## src/verilog/hwl_pkg.sv

```systemverilog
/*
 * constants for the halfword and linked word load unit: instruction
 * encodings, field positions, exception codes, control and status layout.
 * assumes a 64-bit datapath and a 40-bit physical address.
 */
package hwl_pkg;

    // ========================================================
    // widths
    localparam int unsigned HWL_XLEN = 64;
    localparam int unsigned HWL_PSIZE = 40;

    // ========================================================
    // instruction fields
    localparam int unsigned HWL_MAJ_HI = 31;
    localparam int unsigned HWL_MAJ_LO = 26;
    localparam int unsigned HWL_RT_HI = 25;
    localparam int unsigned HWL_RT_LO = 21;
    localparam int unsigned HWL_BASE_HI = 20;
    localparam int unsigned HWL_BASE_LO = 16;
    localparam int unsigned HWL_SUB_HI = 15;
    localparam int unsigned HWL_SUB_LO = 12;
    localparam int unsigned HWL_FN_HI = 11;
    localparam int unsigned HWL_FN_LO = 9;
    localparam int unsigned HWL_D16_W = 16;
    localparam int unsigned HWL_D9_W = 9;

    // encodings
    localparam logic [5:0] HALF_SIGNED_MAJOR_OP = 6'h0f;
    localparam logic [5:0] HALF_UNSIGNED_MAJOR_OP = 6'h0d;
    localparam logic [5:0] POOL_C_MAJOR_OP = 6'h18;
    localparam logic [3:0] USER_MAP_LOAD_SUBOP = 4'h6;
    localparam logic [3:0] LINKED_WORD_SUBOP = 4'h3;
    localparam logic [2:0] FN_HALF_SIGNED_UM = 3'h5;
    localparam logic [2:0] FN_HALF_UNSIGNED_UM = 3'h1;
    localparam logic [2:0] FN_LINKED_ZERO = 3'h0;

    // ========================================================
    // exception codes on o_exc_code
    localparam logic [3:0] EXC_ADDR_ERR = 4'h1;
    localparam logic [3:0] EXC_BUS_ERR = 4'h2;
    localparam logic [3:0] EXC_RESERVED = 4'h3;
    localparam logic [3:0] EXC_COP_UNUSABLE = 4'h4;

    // segment access modes reported by translation
    localparam logic [2:0] SEG_UNMAPPED_USER_KERNEL = 3'h1;
    localparam logic [2:0] SEG_MAPPED_USER_KERNEL = 3'h2;
    localparam logic [2:0] SEG_FULLY_MAPPED_USER_KERNEL = 3'h3;

    // memory access sizes
    localparam logic [1:0] MSZ_HALF = 2'h1;
    localparam logic [1:0] MSZ_WORD = 2'h2;

    // ========================================================
    // register map, byte addresses
    localparam logic [3:0] REG_CTRL = 4'h0;
    localparam logic [3:0] REG_STATUS = 4'h4;
    localparam logic [3:0] REG_LOAD_COUNT = 4'h8;

    // control bits
    localparam int unsigned CTRL_EVA = 0;
    localparam int unsigned CTRL_COP0_EN = 1;
    localparam int unsigned CTRL_REL6 = 2;
    localparam int unsigned CTRL_MISALIGN = 3;
    localparam int unsigned CTRL_REV_END = 4;
    localparam int unsigned CTRL_BIG_END = 5;
    localparam int unsigned CTRL_W = 6;
    localparam logic [5:0] CTRL_RESET = 6'h00;

    // status fields
    localparam int unsigned STAT_LINK = 0;
    localparam int unsigned STAT_BUSY = 1;
    localparam int unsigned STAT_EXC_LO = 4;

    // operation kinds
    typedef enum logic [2:0] {
        OPK_NONE,
        OPK_HALF_S,
        OPK_HALF_U,
        OPK_HALF_S_UM,
        OPK_HALF_U_UM,
        OPK_LINKED
    } hwl_op_t;

    typedef enum logic [1:0] {
        ST_IDLE,
        ST_XLAT,
        ST_MEM
    } hwl_state_t;

endpackage : hwl_pkg

```

## src/verilog/hwl_load_unit.sv

```systemverilog
/*
 * halfword loads (signed, unsigned, and user-mapped variants) and the
 * linked word load: decode, address, alignment, lane pick, extension,
 * exceptions and the link flag, with an avalon-mm control slave.
 * assumes the base register value arrives with the instruction, and
 * that translation and memory answer with single-cycle acks.
 */
// Decided for this implementation: the placing of the registers and the Avalon-MM interface to the registers.
// How it works
// - decode major op 001111 signed half
// - address is sign-extended displacement plus base
// - pre release six: odd halfword address faults
// - release six may allow misaligned halfwords
// - halfword read, endian xor, lane pick
// - signed halfwords sign-extend to 64 bits
// - unsigned halfwords zero-extend to 64 bits
// - decode major op 001101 unsigned half
// - decode pool 011000/0110/101 user-map signed
// - decode pool 011000/0110/001 user-map unsigned
// - user-map signed translates through user mapping
// - user-map unsigned translates through user mapping
// - user-map loads need enhanced addressing bit
// - user-map loads need cop0 and proper segment
// - tlb, bus, address, watch, ri, cu exceptions
// - decode pool 011000/0011/000 linked word
// - linked word sign-extends aligned word lane
// - linked word sets link flag, replaces sequence
// - conditional store ends sequence; abandoning allowed
// - linked load never disturbs other processors
// - linked word faults on low two bits
module hwl_load_unit
    import hwl_pkg::*;
(
    input wire logic i_clk,
    input wire logic i_arst_n,
    // instruction issue
    input wire logic i_issue_valid,
    input wire logic [31:0] i_instr,
    input wire logic [HWL_XLEN-1:0] i_base_value,
    output logic o_issue_ready,
    // address translation
    output logic o_xlat_req,
    output logic [HWL_XLEN-1:0] o_xlat_vaddr,
    output logic o_xlat_user_map,
    input wire logic i_xlat_ack,
    input wire logic [HWL_PSIZE-1:0] i_xlat_paddr,
    input wire logic [2:0] i_xlat_cache_coherency_attr,
    input wire logic [2:0] i_xlat_seg_mode,
    input wire logic i_xlat_exc,
    input wire logic [3:0] i_xlat_exc_code,
    // memory load path
    output logic o_mem_req,
    output logic [HWL_PSIZE-1:0] o_mem_paddr,
    output logic [1:0] o_mem_size,
    output logic [2:0] o_mem_cache_coherency_attr,
    input wire logic i_mem_ack,
    input wire logic [HWL_XLEN-1:0] i_mem_rdata,
    input wire logic i_mem_bus_err,
    // writeback and exceptions
    output logic o_wb_valid,
    output logic [4:0] o_wb_reg,
    output logic [HWL_XLEN-1:0] o_wb_data,
    output logic o_exc_valid,
    output logic [3:0] o_exc_code,
    // atomic update sequence
    input wire logic i_store_conditional_word_done,
    output logic o_link_flag,
    // avalon-mm slave
    input wire logic [3:0] i_avs_address,
    input wire logic i_avs_read,
    input wire logic i_avs_write,
    input wire logic [31:0] i_avs_writedata,
    input wire logic [3:0] i_avs_byteenable,
    output logic [31:0] o_avs_readdata,
    output logic o_avs_waitrequest
);

    // ========================================================
    // functions

    // lane select with sign or zero extension
    function automatic logic [HWL_XLEN-1:0] hwl_pick(
        input logic [HWL_XLEN-1:0] dw,
        input logic [2:0] lane,
        input logic word,
        input logic sgn
    );
        logic [HWL_XLEN-1:0] sh;
        sh = dw >> {lane, 3'h0};
        if (word) begin
            hwl_pick = {{32{sgn & sh[31]}}, sh[31:0]};
        end else begin
            hwl_pick = {{48{sgn & sh[15]}}, sh[15:0]};
        end
    endfunction : hwl_pick

    // ========================================================
    // control registers
    logic [CTRL_W-1:0] ctrl_ff; // software control bits
    logic [31:0] load_count_ff; // completed loads
    logic avs_ack_ff; // one-cycle bus answer
    logic [31:0] avs_rdata_ff; // registered read data
    logic [3:0] last_exc_ff; // last raised exception
    hwl_state_t state_ff; // sequencing state

    logic eva_en;
    logic cop0_en;
    logic rel6;
    logic misalign_en;
    logic rev_end;
    logic big_end;

    assign eva_en = ctrl_ff[CTRL_EVA];
    assign cop0_en = ctrl_ff[CTRL_COP0_EN];
    assign rel6 = ctrl_ff[CTRL_REL6];
    assign misalign_en = ctrl_ff[CTRL_MISALIGN];
    assign rev_end = ctrl_ff[CTRL_REV_END];
    assign big_end = ctrl_ff[CTRL_BIG_END];

    // ========================================================
    // avalon slave: answers every access one cycle after it starts
    assign o_avs_waitrequest = (i_avs_read | i_avs_write) & ~avs_ack_ff;
    assign o_avs_readdata = avs_rdata_ff;

    // answer pulse
    always_ff @(posedge i_clk or negedge i_arst_n) begin
        if (!i_arst_n) begin
            avs_ack_ff <= 1'b0;
        end else begin
            avs_ack_ff <= (i_avs_read | i_avs_write) & ~avs_ack_ff;
        end
    end

    // read data mux, unmapped reads as zero
    always_ff @(posedge i_clk or negedge i_arst_n) begin
        if (!i_arst_n) begin
            avs_rdata_ff <= 32'h0;
        end else if (i_avs_read && !avs_ack_ff) begin
            if (i_avs_address == REG_CTRL) begin
                avs_rdata_ff <= {26'h0, ctrl_ff};
            end else if (i_avs_address == REG_STATUS) begin
                avs_rdata_ff <= {24'h0, last_exc_ff, 2'h0,
                                 state_ff != ST_IDLE, o_link_flag};
            end else if (i_avs_address == REG_LOAD_COUNT) begin
                avs_rdata_ff <= load_count_ff;
            end else begin
                avs_rdata_ff <= 32'h0;
            end
        end
    end

    // control write, low byte lane only
    always_ff @(posedge i_clk or negedge i_arst_n) begin
        if (!i_arst_n) begin
            ctrl_ff <= CTRL_RESET;
        end else if (i_avs_write && avs_ack_ff &&
                     i_avs_address == REG_CTRL && i_avs_byteenable[0]) begin
            ctrl_ff <= i_avs_writedata[CTRL_W-1:0];
        end
    end

    // ========================================================
    // decode of the issued instruction
    logic [5:0] maj;
    logic [3:0] sub;
    logic [2:0] fn;
    hwl_op_t dec_op;
    logic [HWL_XLEN-1:0] disp;

    assign maj = i_instr[HWL_MAJ_HI:HWL_MAJ_LO];
    assign sub = i_instr[HWL_SUB_HI:HWL_SUB_LO];
    assign fn = i_instr[HWL_FN_HI:HWL_FN_LO];

    // opcode classification
    always_comb begin
        dec_op = OPK_NONE;
        disp = {{(HWL_XLEN-HWL_D9_W){i_instr[HWL_D9_W-1]}},
                i_instr[HWL_D9_W-1:0]};
        if (maj == HALF_SIGNED_MAJOR_OP) begin
            dec_op = OPK_HALF_S;
        end else if (maj == HALF_UNSIGNED_MAJOR_OP) begin
            dec_op = OPK_HALF_U;
        end else if (maj == POOL_C_MAJOR_OP) begin
            if (sub == USER_MAP_LOAD_SUBOP && fn == FN_HALF_SIGNED_UM) begin
                dec_op = OPK_HALF_S_UM;
            end else if (sub == USER_MAP_LOAD_SUBOP &&
                         fn == FN_HALF_UNSIGNED_UM) begin
                dec_op = OPK_HALF_U_UM;
            end else if (sub == LINKED_WORD_SUBOP &&
                         fn == FN_LINKED_ZERO) begin
                dec_op = OPK_LINKED;
            end
        end
        if (dec_op == OPK_HALF_S || dec_op == OPK_HALF_U) begin
            disp = {{(HWL_XLEN-HWL_D16_W){i_instr[HWL_D16_W-1]}},
                    i_instr[HWL_D16_W-1:0]};
        end
    end

    logic [HWL_XLEN-1:0] dec_vaddr;
    logic dec_um;
    logic dec_half;
    logic [2:0] dec_lane;
    logic dec_exc;
    logic [3:0] dec_exc_code;

    assign dec_vaddr = i_base_value + disp;
    assign dec_um = dec_op == OPK_HALF_S_UM || dec_op == OPK_HALF_U_UM;
    assign dec_half = dec_op != OPK_LINKED && dec_op != OPK_NONE;
    assign dec_lane = dec_half ? dec_vaddr[2:0] ^ {big_end, big_end, 1'b0}
                               : dec_vaddr[2:0] ^ {big_end, 2'b00};

    // early faults, all before any translation request
    always_comb begin
        dec_exc = 1'b1;
        dec_exc_code = EXC_RESERVED;
        if (dec_op == OPK_NONE) begin
            dec_exc_code = EXC_RESERVED;
        end else if (dec_um && !eva_en) begin
            dec_exc_code = EXC_RESERVED;
        end else if (dec_um && !cop0_en) begin
            dec_exc_code = EXC_COP_UNUSABLE;
        end else if (!dec_half && dec_vaddr[1:0] != 2'b00) begin
            dec_exc_code = EXC_ADDR_ERR;
        end else if (dec_half && dec_vaddr[0] &&
                     !(rel6 && misalign_en && dec_lane != 3'h7)) begin
            dec_exc_code = EXC_ADDR_ERR;
        end else begin
            dec_exc = 1'b0;
        end
    end

    // ========================================================
    // held operation
    hwl_op_t op_ff;
    logic [HWL_XLEN-1:0] vaddr_ff;
    logic [4:0] rt_ff;
    logic [2:0] lane_ff;
    logic [HWL_PSIZE-1:0] paddr_ff;
    logic [2:0] cca_ff;
    logic take;
    logic op_um;
    logic op_half;

    assign o_issue_ready = state_ff == ST_IDLE;
    assign take = i_issue_valid && o_issue_ready;
    assign op_um = op_ff == OPK_HALF_S_UM || op_ff == OPK_HALF_U_UM;
    assign op_half = op_ff != OPK_LINKED;

    // capture of an accepted load
    always_ff @(posedge i_clk or negedge i_arst_n) begin
        if (!i_arst_n) begin
            op_ff <= OPK_NONE;
            vaddr_ff <= '0;
            rt_ff <= 5'h0;
            lane_ff <= 3'h0;
        end else if (take) begin
            op_ff <= dec_op;
            vaddr_ff <= dec_vaddr;
            rt_ff <= i_instr[HWL_RT_HI:HWL_RT_LO];
            lane_ff <= dec_lane;
        end
    end

    // segment mode check for user-map variants
    logic seg_ok;
    assign seg_ok = i_xlat_seg_mode == SEG_UNMAPPED_USER_KERNEL ||
                    i_xlat_seg_mode == SEG_MAPPED_USER_KERNEL ||
                    i_xlat_seg_mode == SEG_FULLY_MAPPED_USER_KERNEL;

    // ========================================================
    // sequencing: idle, translate, memory read
    always_ff @(posedge i_clk or negedge i_arst_n) begin
        if (!i_arst_n) begin
            state_ff <= ST_IDLE;
        end else begin
            case (state_ff)
                ST_IDLE: begin
                    if (take && !dec_exc) begin
                        state_ff <= ST_XLAT;
                    end
                end
                ST_XLAT: begin
                    if (i_xlat_ack) begin
                        if (i_xlat_exc || (op_um && !seg_ok)) begin
                            state_ff <= ST_IDLE;
                        end else begin
                            state_ff <= ST_MEM;
                        end
                    end
                end
                ST_MEM: begin
                    if (i_mem_ack) begin
                        state_ff <= ST_IDLE;
                    end
                end
                default: begin
                    state_ff <= ST_IDLE;
                end
            endcase
        end
    end

    assign o_xlat_req = state_ff == ST_XLAT;
    assign o_xlat_vaddr = vaddr_ff;
    assign o_xlat_user_map = op_um;
    assign o_mem_req = state_ff == ST_MEM;
    assign o_mem_paddr = paddr_ff;
    assign o_mem_cache_coherency_attr = cca_ff;
    assign o_mem_size = op_half ? MSZ_HALF : MSZ_WORD;

    always_ff @(posedge i_clk or negedge i_arst_n) begin
        if (!i_arst_n) begin
            paddr_ff <= '0;
            cca_ff <= 3'h0;
        end else if (o_xlat_req && i_xlat_ack) begin
            cca_ff <= i_xlat_cache_coherency_attr;
            paddr_ff <= {i_xlat_paddr[HWL_PSIZE-1:3],
                         i_xlat_paddr[2:0] ^ (op_half
                             ? {rev_end, rev_end, 1'b0}
                             : {rev_end, 2'b00})};
        end
    end

    // ========================================================
    // results and exceptions, one-cycle pulses
    logic nxt_wb;
    assign nxt_wb = o_mem_req && i_mem_ack && !i_mem_bus_err;

    always_ff @(posedge i_clk or negedge i_arst_n) begin
        if (!i_arst_n) begin
            o_wb_valid <= 1'b0;
            o_wb_reg <= 5'h0;
            o_wb_data <= '0;
        end else begin
            o_wb_valid <= nxt_wb;
            if (nxt_wb) begin
                o_wb_reg <= rt_ff;
                o_wb_data <= hwl_pick(i_mem_rdata, lane_ff, !op_half,
                                      op_ff != OPK_HALF_U &&
                                      op_ff != OPK_HALF_U_UM);
            end
        end
    end

    always_ff @(posedge i_clk or negedge i_arst_n) begin
        if (!i_arst_n) begin
            o_exc_valid <= 1'b0;
            o_exc_code <= 4'h0;
        end else if (take && dec_exc) begin
            o_exc_valid <= 1'b1;
            o_exc_code <= dec_exc_code;
        end else if (o_xlat_req && i_xlat_ack && i_xlat_exc) begin
            o_exc_valid <= 1'b1;
            o_exc_code <= i_xlat_exc_code;
        end else if (o_xlat_req && i_xlat_ack && op_um && !seg_ok) begin
            o_exc_valid <= 1'b1;
            o_exc_code <= EXC_RESERVED;
        end else if (o_mem_req && i_mem_ack && i_mem_bus_err) begin
            o_exc_valid <= 1'b1;
            o_exc_code <= EXC_BUS_ERR;
        end else begin
            o_exc_valid <= 1'b0;
        end
    end

    // last exception and completed-load count for status
    always_ff @(posedge i_clk or negedge i_arst_n) begin
        if (!i_arst_n) begin
            last_exc_ff <= 4'h0;
            load_count_ff <= 32'h0;
        end else begin
            if (o_exc_valid) begin
                last_exc_ff <= o_exc_code;
            end
            if (o_wb_valid) begin
                load_count_ff <= load_count_ff + 32'h1;
            end
        end
    end

    // link flag: a linked load sets, conditional store
    // clears; the set wins; the flag is purely local
    always_ff @(posedge i_clk or negedge i_arst_n) begin
        if (!i_arst_n) begin
            o_link_flag <= 1'b0;
        end else if (nxt_wb && op_ff == OPK_LINKED) begin
            o_link_flag <= 1'b1;
        end else if (i_store_conditional_word_done) begin
            o_link_flag <= 1'b0;
        end
    end
endmodule : hwl_load_unit

```

## config.mk

```make
export PLATFORM = sky130hd
export DESIGN_NAME = hwl_load_unit
export DESIGN_NICKNAME = d
export VERILOG_FILES = /design/src/verilog/hwl_pkg.sv /design/src/verilog/hwl_load_unit.sv
export SDC_FILE = /design/constraint.sdc
export NUM_CORES = 1
export LEC_CHECK = 0
export BUFFER_PORTS_ARGS = -buffer_cell sky130_fd_sc_hd__buf_4
export CAP_MARGIN = 20
export CORE_ASPECT_RATIO = 0.5
export CORE_UTILIZATION = 47
export CTS_CLUSTER_DIAMETER = 40
export DETAILED_ROUTE_END_ITERATION = 8
export PLACE_DENSITY_LB_ADDON = 0.25
export SKIP_CTS_REPAIR_TIMING = 1
export SLEW_MARGIN = 30
export SYNTH_ARGS = -nofsm -noshare
export SYNTH_HDL_FRONTEND = slang
export SYNTH_SLANG_ARGS = --single-unit
```

## constraint.sdc

```tcl
create_clock -name i_clk -period 2.1 [get_ports i_clk]
set_input_delay 0.105 -clock i_clk [delete_from_list [all_inputs] [get_ports i_clk]]
set_output_delay 0.105 -clock i_clk [all_outputs]
set_load 0.02 [all_outputs]
```

==> results of run 1 <==
critical path, cell delays in order:
cell       delay (ps)
buf_6              90
nand2b_4          140
nor3_4            190
nor2b_2            80
a21o_4            250
buf_12            150
buf_6             110
buf_6             110
ha_4              260
a21oi_4           180
o21ai_4            90
a211o_1           300
a21o_1            200
a211oi_4          270
o2111ai_2         190
a41o_1            280
a221oi_2          270
mux2i_1           220
nand3_1            90
per-layer routing:
metal | up-vias | global-route usage, %
met5 | - | 0
met3 | 135 | 4.93
met2 | 516 | 52.3
met4 | 0 | 10.0
met1 | 7662 | 37.4
li1 | 7557 | -
placed cells by master (no fill, tap or decap), types with 31 or more instances in the layout:
| cell | instances |
|---|---|
| buf_4 | 754 |
| dlygate4sd3_1 | 74 |
| a21o_1 | 31 |
| xnor2_1 | 45 |
| nor2_1 | 60 |
| dfrtp_1 | 235 |
| a21oi_1 | 70 |
| mux2i_1 | 72 |
| nand2_1 | 411 |
| ha_1 | 44 |
| xor2_1 | 39 |
| o21ai_1 | 36 |
| o21ai_0 | 126 |
cells by family after synthesis:
family	count (synthesis)	share of synthesized area, %
and+or+nand+nor	637	18.4
buffers and inverters	151	4.87
adders and majority gates	65	5.48
xor gates and xnor gates	93	5.44
DFF	239	39.9
muxes	103	7.97
AOI/OAI and AO/OA	434	18.0
power groups by stage:
stage / Sequential, mW / Combinational, mW / Clock (mW)
2_1_floorplan: 6.54 / 2.86 / 0
3_3_place_gp: 5.84 / 6.51 / 0
3_5_place_dp: 5.86 / 6.60 / 0
4_1_cts: 5.79 / 6.64 / 5.35
5_1_grt: 5.89 / 7.65 / 5.56
6_report: 5.81 / 7.17 / 5.28
worst max-delay path by stage:
stage                      startpoint               end  slack [ps]
final                     i_instr[31]  o_xlat_vaddr[62]       -1010
after global placement    i_instr[31]  o_xlat_vaddr[59]       -1420
after floorplan           i_instr[31]  o_xlat_vaddr[62]       -1250
after global routing      i_instr[31]  o_xlat_vaddr[62]       -1100
after detailed placement  i_instr[31]  o_xlat_vaddr[59]       -1550
after CTS                 i_instr[31]  o_xlat_vaddr[59]        -950
final cells by class:
class,instances,area share [%]
inverter,27,0.429
sequential,239,25.3
multi-input combinational,1332,38.9
clock buffer,35,3.29
antenna,3,0.0318
timing repair buffer,855,28.9
tap,423,2.24
clock inverter,19,0.947
through the flow:
stage,cells,util (%)
finish,2933,76.6
global route,2933,76.6
floorplan,1722,-
CTS,2831,71.3
detailed placement,2777,68.1
global placement,2777,68.1
==> flow_summary.ini, run 1 <==
[outcome]
status = complete, but fails checks
violations = hold timing, setup timing

[yosys]
async_flop_share_pct = 100
netlist_top_cells_area = dfrtp_1 40%, nand2_1 10%, ha_1 5.3%
syn_nets = 2047
ys_seq_area_share_pct = 39.9
synth_ff_type = dfrtp_1
yosysTopAreaCell = dfrtp_1
synth_top_area_share_pct = 39.9
synth_edf_count = 0
synthCells = 1722
synth_common_cells = 419 x nand2_1, 239 x dfrtp_1, 154 x o21ai_0, 97 x a21oi_1
yosysWarnings = 0
syn_avg_cell_area_um2 = 8.70
synthMostInstantiatedCell = nand2_1
yosysUniqueCellTypes = 79
netlist_area_um2 = 15000
yosys_register_bits = 239

[placement]
place_area_um2 = 21000
io_buffers = 447
dp_slack_ps = -1550
gp_congestion = 0.938
hpwl_um = 39100

[critical_path]
crit_type = in -> reg
r2r_slack_ps = 70
reg2reg_from = load_count_ff[5]
reg2reg_depth = 8
critPathMaxFanout = 5
worstPathArrival_ps = 3570
crit_path_start_kind = primary input
crit_required_ps = 2570
endpoint_kind = flop
r2r_end = load_count_ff[29]

[die]
dieHeight_um = 128
die-area_um2 = 32600
start_util_pct = 48.6
fp.coreArea_um2 = 30900
io_pins = 482
die_w_um = 255
rows = 45

[power_and_ir_drop]
seqPwrFrac_pct = 31.8
swShare_pct = 36.0
switchingPower_mw = 6.57
p_int_mw = 11.7
clkPwrFrac_pct = 28.9
vdd_drop_max_mv = 0.808
p_total_mw = 18.3
power_leakage_nw = 11.7
pwr-share-comb_pct = 39.3
powerDensity_nw_per_um2 = 772

[sta]
totalNegativeSetupSlack_ps = -27320
maxSlewHeadroom_pct = 48.9
tightest_slew_ps = 761
fin_ws_ps = -1010
period_minus_slack_ps = 3110
min_period_over_period_pct = 148
finClkSkew_ps = 11.4
hold_viol = 8
setup_viol = 47
maxSlewViolCount = 0
rsz0062_at_grt = true
fmax_ghz = 0.322
holdWs_ps = -36.3

[worst_hold_path]
hold_path_class = in -> reg
hold_path.startpoint = i_mem_rdata[49]
holdPathStages = 5
holdPathEnd = o_wb_data[9]

[job]
drv_cap = 0

[grt]
grt_remaining_overflow = 0
grt_first_pass_wirelength_um = 77000
grt_use_total_pct = 29.8
grt_pass1_vias = 14653
grt_max_degree = 71
antenna_found_initial = 3

[detailed_routing]
antenna_left = 0
wl_met1_um = 21800
top_layer_used = met4
drcViolationCount = 0
via_per_inst = 5.41
wl_met3_um = 2650
drt_first_pass_iters = 5
wl_per_cell_um = 18.3
via_count = 15870
drt-total-wl_um = 53700
drtIter0Drc = 1090
dr_wl_met2_um = 27400

[final_layout]
nFillCells = 2159
layout-drive-gt1-share_pct = 40.6
flow.area_growth_from_synthesis_pct = 57.8
multi_input_area_um2 = 9190
finalInstanceArea_um2 = 23600
seq_area_um2 = 5990
largest_reg_flops = 64
fin_nets = 2809

[clock_network]
clk_pin_slew_ps = 70
clk-insertion-delay-late_ps = 570
htree_levels = 1
cts_buffers = 29
root_buffer = clkbuf_16
cts_tree = yes
cts.sinks = 239
clock_path_buffers = 3
Power figures use the tool's default switching activity.
==> run 2: changes to the inputs <==
--- a/config.mk
+++ b/config.mk
@@ -5,10 +5,12 @@
 export SDC_FILE = /design/constraint.sdc
 export NUM_CORES = 1
 export LEC_CHECK = 0
-export BUFFER_PORTS_ARGS = -buffer_cell sky130_fd_sc_hd__buf_4
+export BUFFER_PORTS_ARGS = -buffer_cell sky130_fd_sc_hd__clkbuf_2
 export CAP_MARGIN = 20
+export CELL_PAD_IN_SITES_DETAIL_PLACEMENT = 0
+export CELL_PAD_IN_SITES_GLOBAL_PLACEMENT = 1
 export CORE_ASPECT_RATIO = 0.5
-export CORE_UTILIZATION = 47
+export CORE_UTILIZATION = 34
 export CTS_CLUSTER_DIAMETER = 40
 export DETAILED_ROUTE_END_ITERATION = 8
 export PLACE_DENSITY_LB_ADDON = 0.25
==> run 2 against run 1 <==
  * First-iteration DRC count is 36% lower
  * Highest routed layer unchanged
  * Critical path type unchanged
  * Non-clock buffer count is 15 higher
  * Critical endpoint unchanged
  * The flow still finishes with violations (hold timing, setup timing)
  * Worst setup slack better by 82 ps
==> flow_summary.ini, run 2 (synthesized netlist as in run 1, its figures left out) <==
[outcome]
status = complete, but fails checks
violations = hold timing, setup timing

[final_layout]
finalInstanceArea_um2 = 23200
layout_commonest_cell = clkbuf_2
stdcell_count = 3105
largest_reg_flops = 64
layout-drive-gt1-share_pct = 42.6
flow.area_growth_from_synthesis_pct = 54.5
final_core_util_pct = 54.2
fin_nets = 2827
final_cell_mix = 445 x clkbuf_2, 404 x nand2_1, 317 x buf_4

[placement]
place_area_um2 = 20100
hpwl_um = 40200
dp_slack_ps = -1590
dp.cells = 2940
gp_congestion = 0.899
io_buffers = 447

[power_and_ir_drop]
powerDensity_nw_per_um2 = 772
power_leakage_nw = 11.5
swShare_pct = 36.5
seqPwrFrac_pct = 32.0
vdd_drop_max_mv = 0.609
switchingPower_mw = 6.52
p_int_mw = 11.3
clkPwrFrac_pct = 30.3
pwr-share-comb_pct = 37.7

[detailed_routing]
wl_per_cell_um = 17.0
drt_first_pass_iters = 5
drcViolationCount = 0
drt-total-wl_um = 52700
drtIter0Drc = 702
via_per_inst = 4.88
antenna_left = 0
via_count = 15154

[job]
drv_cap = 0

[sta]
setup_viol = 47
rsz0062_at_grt = true
finClkSkew_ps = 15.1
maxSlewHeadroom_pct = 53.0
maxSlewViolCount = 0
fmax_ghz = 0.330
tightest_slew_ps = 699
fin_ws_ps = -926
hold_viol = 4
period_minus_slack_ps = 3030
min_period_over_period_pct = 144
holdWs_ps = -28.7

[critical_path]
crit_required_ps = 2570
crit_path_start_kind = primary input
crit_type = in -> reg
worstPathArrival_ps = 3500
endpoint_kind = flop
cpPeakStageDelay_ps = 280
critPathMaxFanout = 8
cp_slowest_cell = a211oi_2
worstPathCellList = clkbuf_2, nand2b_4, nor3_4, buf_6, a21o_4, buf_6, buf_4, ha_4, a21oi_2, o21ai_1, a21oi_2, nand2_1, a211oi_2, o2111ai_2, a41o_1, a221oi_2, mux2i_1, nand3_1

[grt]
grt_use_total_pct = 21.9
grt_first_pass_wirelength_um = 78200
grt_remaining_overflow = 0
grt_pass1_vias = 14532
antenna_found_initial = 3
grt_max_degree = 62

[die]
rows = 53
die-area_um2 = 45000
io_pins = 482
fp.coreArea_um2 = 42700
dieHeight_um = 150
die_w_um = 299
start_util_pct = 35.1

[clock_network]
cts.sinks = 239
clk-insertion-delay-late_ps = 590
clk_pin_slew_ps = 60
htree_levels = 1
cts_tree = yes
clock_path_buffers = 3
cts_buffers = 31
root_buffer = clkbuf_16

[worst_hold_path]
hold_path_class = in -> reg
run 2: cell types whose count changed in the layout (fill, tap and decap cells not counted), moves of 9 or more:
| cell | change |
|---|---|
| clkbuf_2 | +445 |
| buf_4 | -437 |
| a21oi_1 | -11 |
| ha_1 | -9 |
run 2: stage by stage:
stage	TNS [ps]	hold slack [ps]	total power, mW
after floorplan	-39700	-191	9.40
after global placement	-64410	100	11.9
after detailed placement	-66290	101	12.0
after CTS	-31530	-537	17.5
after global routing	-30030	7.84	18.9
final	-23850	-28.7	17.9
run 2: final timing paths:
path                                  start           endpoint  slack [ps]  cells past startpoint
setup / recovery                i_instr[31]   o_xlat_vaddr[62]        -930                     18
hold / removal              i_base_value[0]    o_xlat_vaddr[0]         -30                      4
setup reg to reg           load_count_ff[3]  load_count_ff[28]         130                      8
hold reg to reg                  avs_ack_ff         avs_ack_ff         460                      1
max in group asynchronous          i_arst_n       o_wb_data[9]        1310                      3
min in group asynchronous          i_arst_n   o_xlat_vaddr[27]          60                      2
run 2: per-layer routing:
| metal | track usage [%] | vias up | part of all wire [%] |
|---|---|---|---|
| li1 | - | 7585 | - |
| met1 | 27.2 | 7233 | 43 |
| met2 | 39.9 | 269 | 52 |
| met3 | 2.97 | 67 | 3.1 |
| met4 | 6.10 | 0 | 2.4 |
| met5 | 0 | - | 0 |
run 2: final cells by class:
class / count / area (µm²)
multi-input cells: 1333 / 9490
clock inverters: 19 / 208
clock buffers: 37 / 828
repair buffers: 870 / 5810
inverters: 27 / 101
diodes: 3 / 7.51
flip-flops and latches: 239 / 5980
fillers: 4016 / 19600
well taps: 577 / 722
run 2: worst max-delay path: cells and delay by family:
| family | cells | cell delay (ps) |
|---|---|---|
| AOI/OAI and AO/OA | 8 | 1710 |
| buffers and inverters | 4 | 640 |
| and+or+nand+nor | 4 | 600 |
| adders and majority gates | 1 | 220 |
| muxes | 1 | 210 |
run 2: power groups by stage:
stage	clock (mW)	sequential, mW	combinational [mW]
4_1_cts	5.57	5.73	6.17
3_5_place_dp	0	5.81	6.14
2_1_floorplan	0	6.54	2.86
5_1_grt	5.76	5.82	7.30
3_3_place_gp	0	5.79	6.12
6_report	5.41	5.73	6.73
==> run 3: changes to the inputs <==
--- a/config.mk
+++ b/config.mk
@@ -9,11 +9,11 @@
 export CAP_MARGIN = 20
 export CELL_PAD_IN_SITES_DETAIL_PLACEMENT = 0
 export CELL_PAD_IN_SITES_GLOBAL_PLACEMENT = 1
-export CORE_ASPECT_RATIO = 0.5
+export CORE_ASPECT_RATIO = 1.1
 export CORE_UTILIZATION = 34
 export CTS_CLUSTER_DIAMETER = 40
 export DETAILED_ROUTE_END_ITERATION = 8
-export PLACE_DENSITY_LB_ADDON = 0.25
+export PLACE_DENSITY = 0.83
 export SKIP_CTS_REPAIR_TIMING = 1
 export SLEW_MARGIN = 30
 export SYNTH_ARGS = -nofsm -noshare
==> run 3 against run 2 <==
  * The run still ends with hold timing, setup timing left
  * Non-clock buffer count grew 9
  * Combinational power grew 2%
  * Sequential share of layout area shrank 0.52 points
  * Via count grew 5.2%
  * Clock-buffer cell count grew 10
  * Global-route usage grew 1.5 points
  * Clock power grew 25%
  * Register-to-register slack lost 110 ps
  * Utilization grew 0.18 points
  * Clock skew grew 8.5 ps
==> flow_summary.ini, run 3 (synthesized netlist as in run 1, its figures left out) <==
[detailed_routing]
via_count = 15939
antenna_left = 0
drcViolationCount = 0
via_per_inst = 5.10
drt_first_pass_iters = 5
drt-total-wl_um = 56200
wl_per_cell_um = 18.0
drtIter0Drc = 996

[die]
io_pins = 482
die-area_um2 = 44900
die_w_um = 202
fp.coreArea_um2 = 43400
dieHeight_um = 222
start_util_pct = 34.5
rows = 80

[clock_network]
clock_path_buffers = 3
cts_buffers = 40
cts.sinks = 239
root_buffer = clkbuf_16
clk-insertion-delay-late_ps = 560
clk_pin_slew_ps = 60
htree_levels = 2
cts_tree = yes

[placement]
io_buffers = 447
dp.cells = 2951
gp_congestion = 0.923
hpwl_um = 42700

[job]
drv_cap = 0

[grt]
grt_remaining_overflow = 0
antenna_found_initial = 3
grt_pass1_vias = 15323
grt_first_pass_wirelength_um = 83300
grt_max_degree = 77
grt_use_total_pct = 23.5

[critical_path]
crit_required_ps = 2520
crit_type = in -> reg
worstPathCellList = clkbuf_2, nand2b_4, nor3_4, buf_12, nor2b_4, buf_4, a21o_4, ha_4, buf_4, nand4_1, nor3_2, a211oi_2, o41ai_2, buf_4, nand4_1, o2111ai_4, a41o_1, buf_4, xnor2_2, o21ai_1
cp_slowest_cell = o41ai_2
critPathMaxFanout = 8
worstPathArrival_ps = 3520
endpoint_kind = flop
critPathTopFamily = compound AO/OA/AOI/OAI gates
cpPeakStageDelay_ps = 360
cp_common_cell = buf_4
crit_path_start_kind = primary input
path_buf_inv = 6

[sta]
tightest_slew_ps = 558
hold_viol = 2
maxSlewHeadroom_pct = 62.8
fmax_ghz = 0.322
rsz0062_at_grt = true
min_period_over_period_pct = 148
holdWs_ps = -3.40
setup_viol = 47
finClkSkew_ps = 23.6
period_minus_slack_ps = 3110
fin_ws_ps = -1010
maxSlewViolCount = 0

[outcome]
violations = hold timing, setup timing
status = complete, but fails checks

[final_layout]
multi_input_area_um2 = 9580
layout-drive-gt1-share_pct = 43.7
layout_commonest_cell = clkbuf_2
largest_reg_flops = 64
seq_area_um2 = 5980
nFillCells = 3905
fin_nets = 2845
final_cell_mix = 446 x clkbuf_2, 404 x nand2_1, 336 x buf_4
flow.area_growth_from_synthesis_pct = 57.7
stdcell_count = 3128

[power_and_ir_drop]
power_leakage_nw = 11.8
p_int_mw = 12.5
vdd_drop_max_mv = 0.570
powerDensity_nw_per_um2 = 822
clkPwrFrac_pct = 34.7
switchingPower_mw = 6.91
seqPwrFrac_pct = 29.8
swShare_pct = 35.6
pwr-share-comb_pct = 35.5

[worst_hold_path]
hold_path_class = in -> reg
## run 3: power by group through the flow
stage	registers [mW]	logic, mW	clock network [mW]
after floorplan	6.54	2.86	0
after global placement	5.83	6.11	0
after detailed placement	5.85	6.18	0
after CTS	5.78	6.21	6.87
after global routing	5.87	7.40	7.09
final	5.79	6.89	6.74
## run 3: area by class of cell
cell class,count,area share (%)
clock inverter,27,1.33
antenna,2,0.0212
sequential,239,25.3
tap,574,3.04
inverter,27,0.429
timing repair buffer,879,24.8
clock buffer,47,4.52
multi-input combinational,1333,40.6
## run 3: worst paths after layout
| kind | start | endpoint | slack [ps] | cells past startpoint |
|---|---|---|---|---|
| max | i_instr[31] | o_xlat_vaddr[58] | -1010 | 20 |
| max reg2reg | load_count_ff[3] | load_count_ff[29] | 20 | 8 |
| min | i_issue_valid | o_exc_code[2] | -3 | 4 |
| min in group asynchronous | i_arst_n | o_avs_readdata[19] | 80 | 2 |
| max in group asynchronous | i_arst_n | o_mem_paddr[7] | 1220 | 3 |
| min reg2reg | rt_ff[4] | o_wb_reg[4] | 470 | 2 |
## run 3: per-stage QoR
| step | util [%] | area [µm²] | worst slack, ps | power [mW] | setup TNS, ps |
|---|---|---|---|---|---|
| 4_1_cts | 49.8 | 21600 | -1080 | 18.9 | -34620 |
| 5_1_grt | 54.4 | 23600 | -1140 | 20.4 | -34190 |
| 3_3_place_gp | 46.6 | 20200 | -1550 | 11.9 | -63960 |
| 3_5_place_dp | 46.6 | 20200 | -1640 | 12.0 | -68030 |
| 6_report | 54.4 | 23600 | -1010 | 19.4 | -28880 |
| 2_1_floorplan | - | 15300 | -1250 | 9.40 | -39700 |
## run 3: tightest hold or removal path, cell delays in order
cell      delay, ps
clkbuf_2        110
nand2_4         110
nor2_4           70
a21oi_1         120
## run 3: metal layers
layer / GRT usage [%] / share of wire (%)
met3: 4.62 / 5.9
met2: 40.0 / 49
met1: 29.3 / 41
met5: 0 / 0.023
met4: 8.68 / 3.7
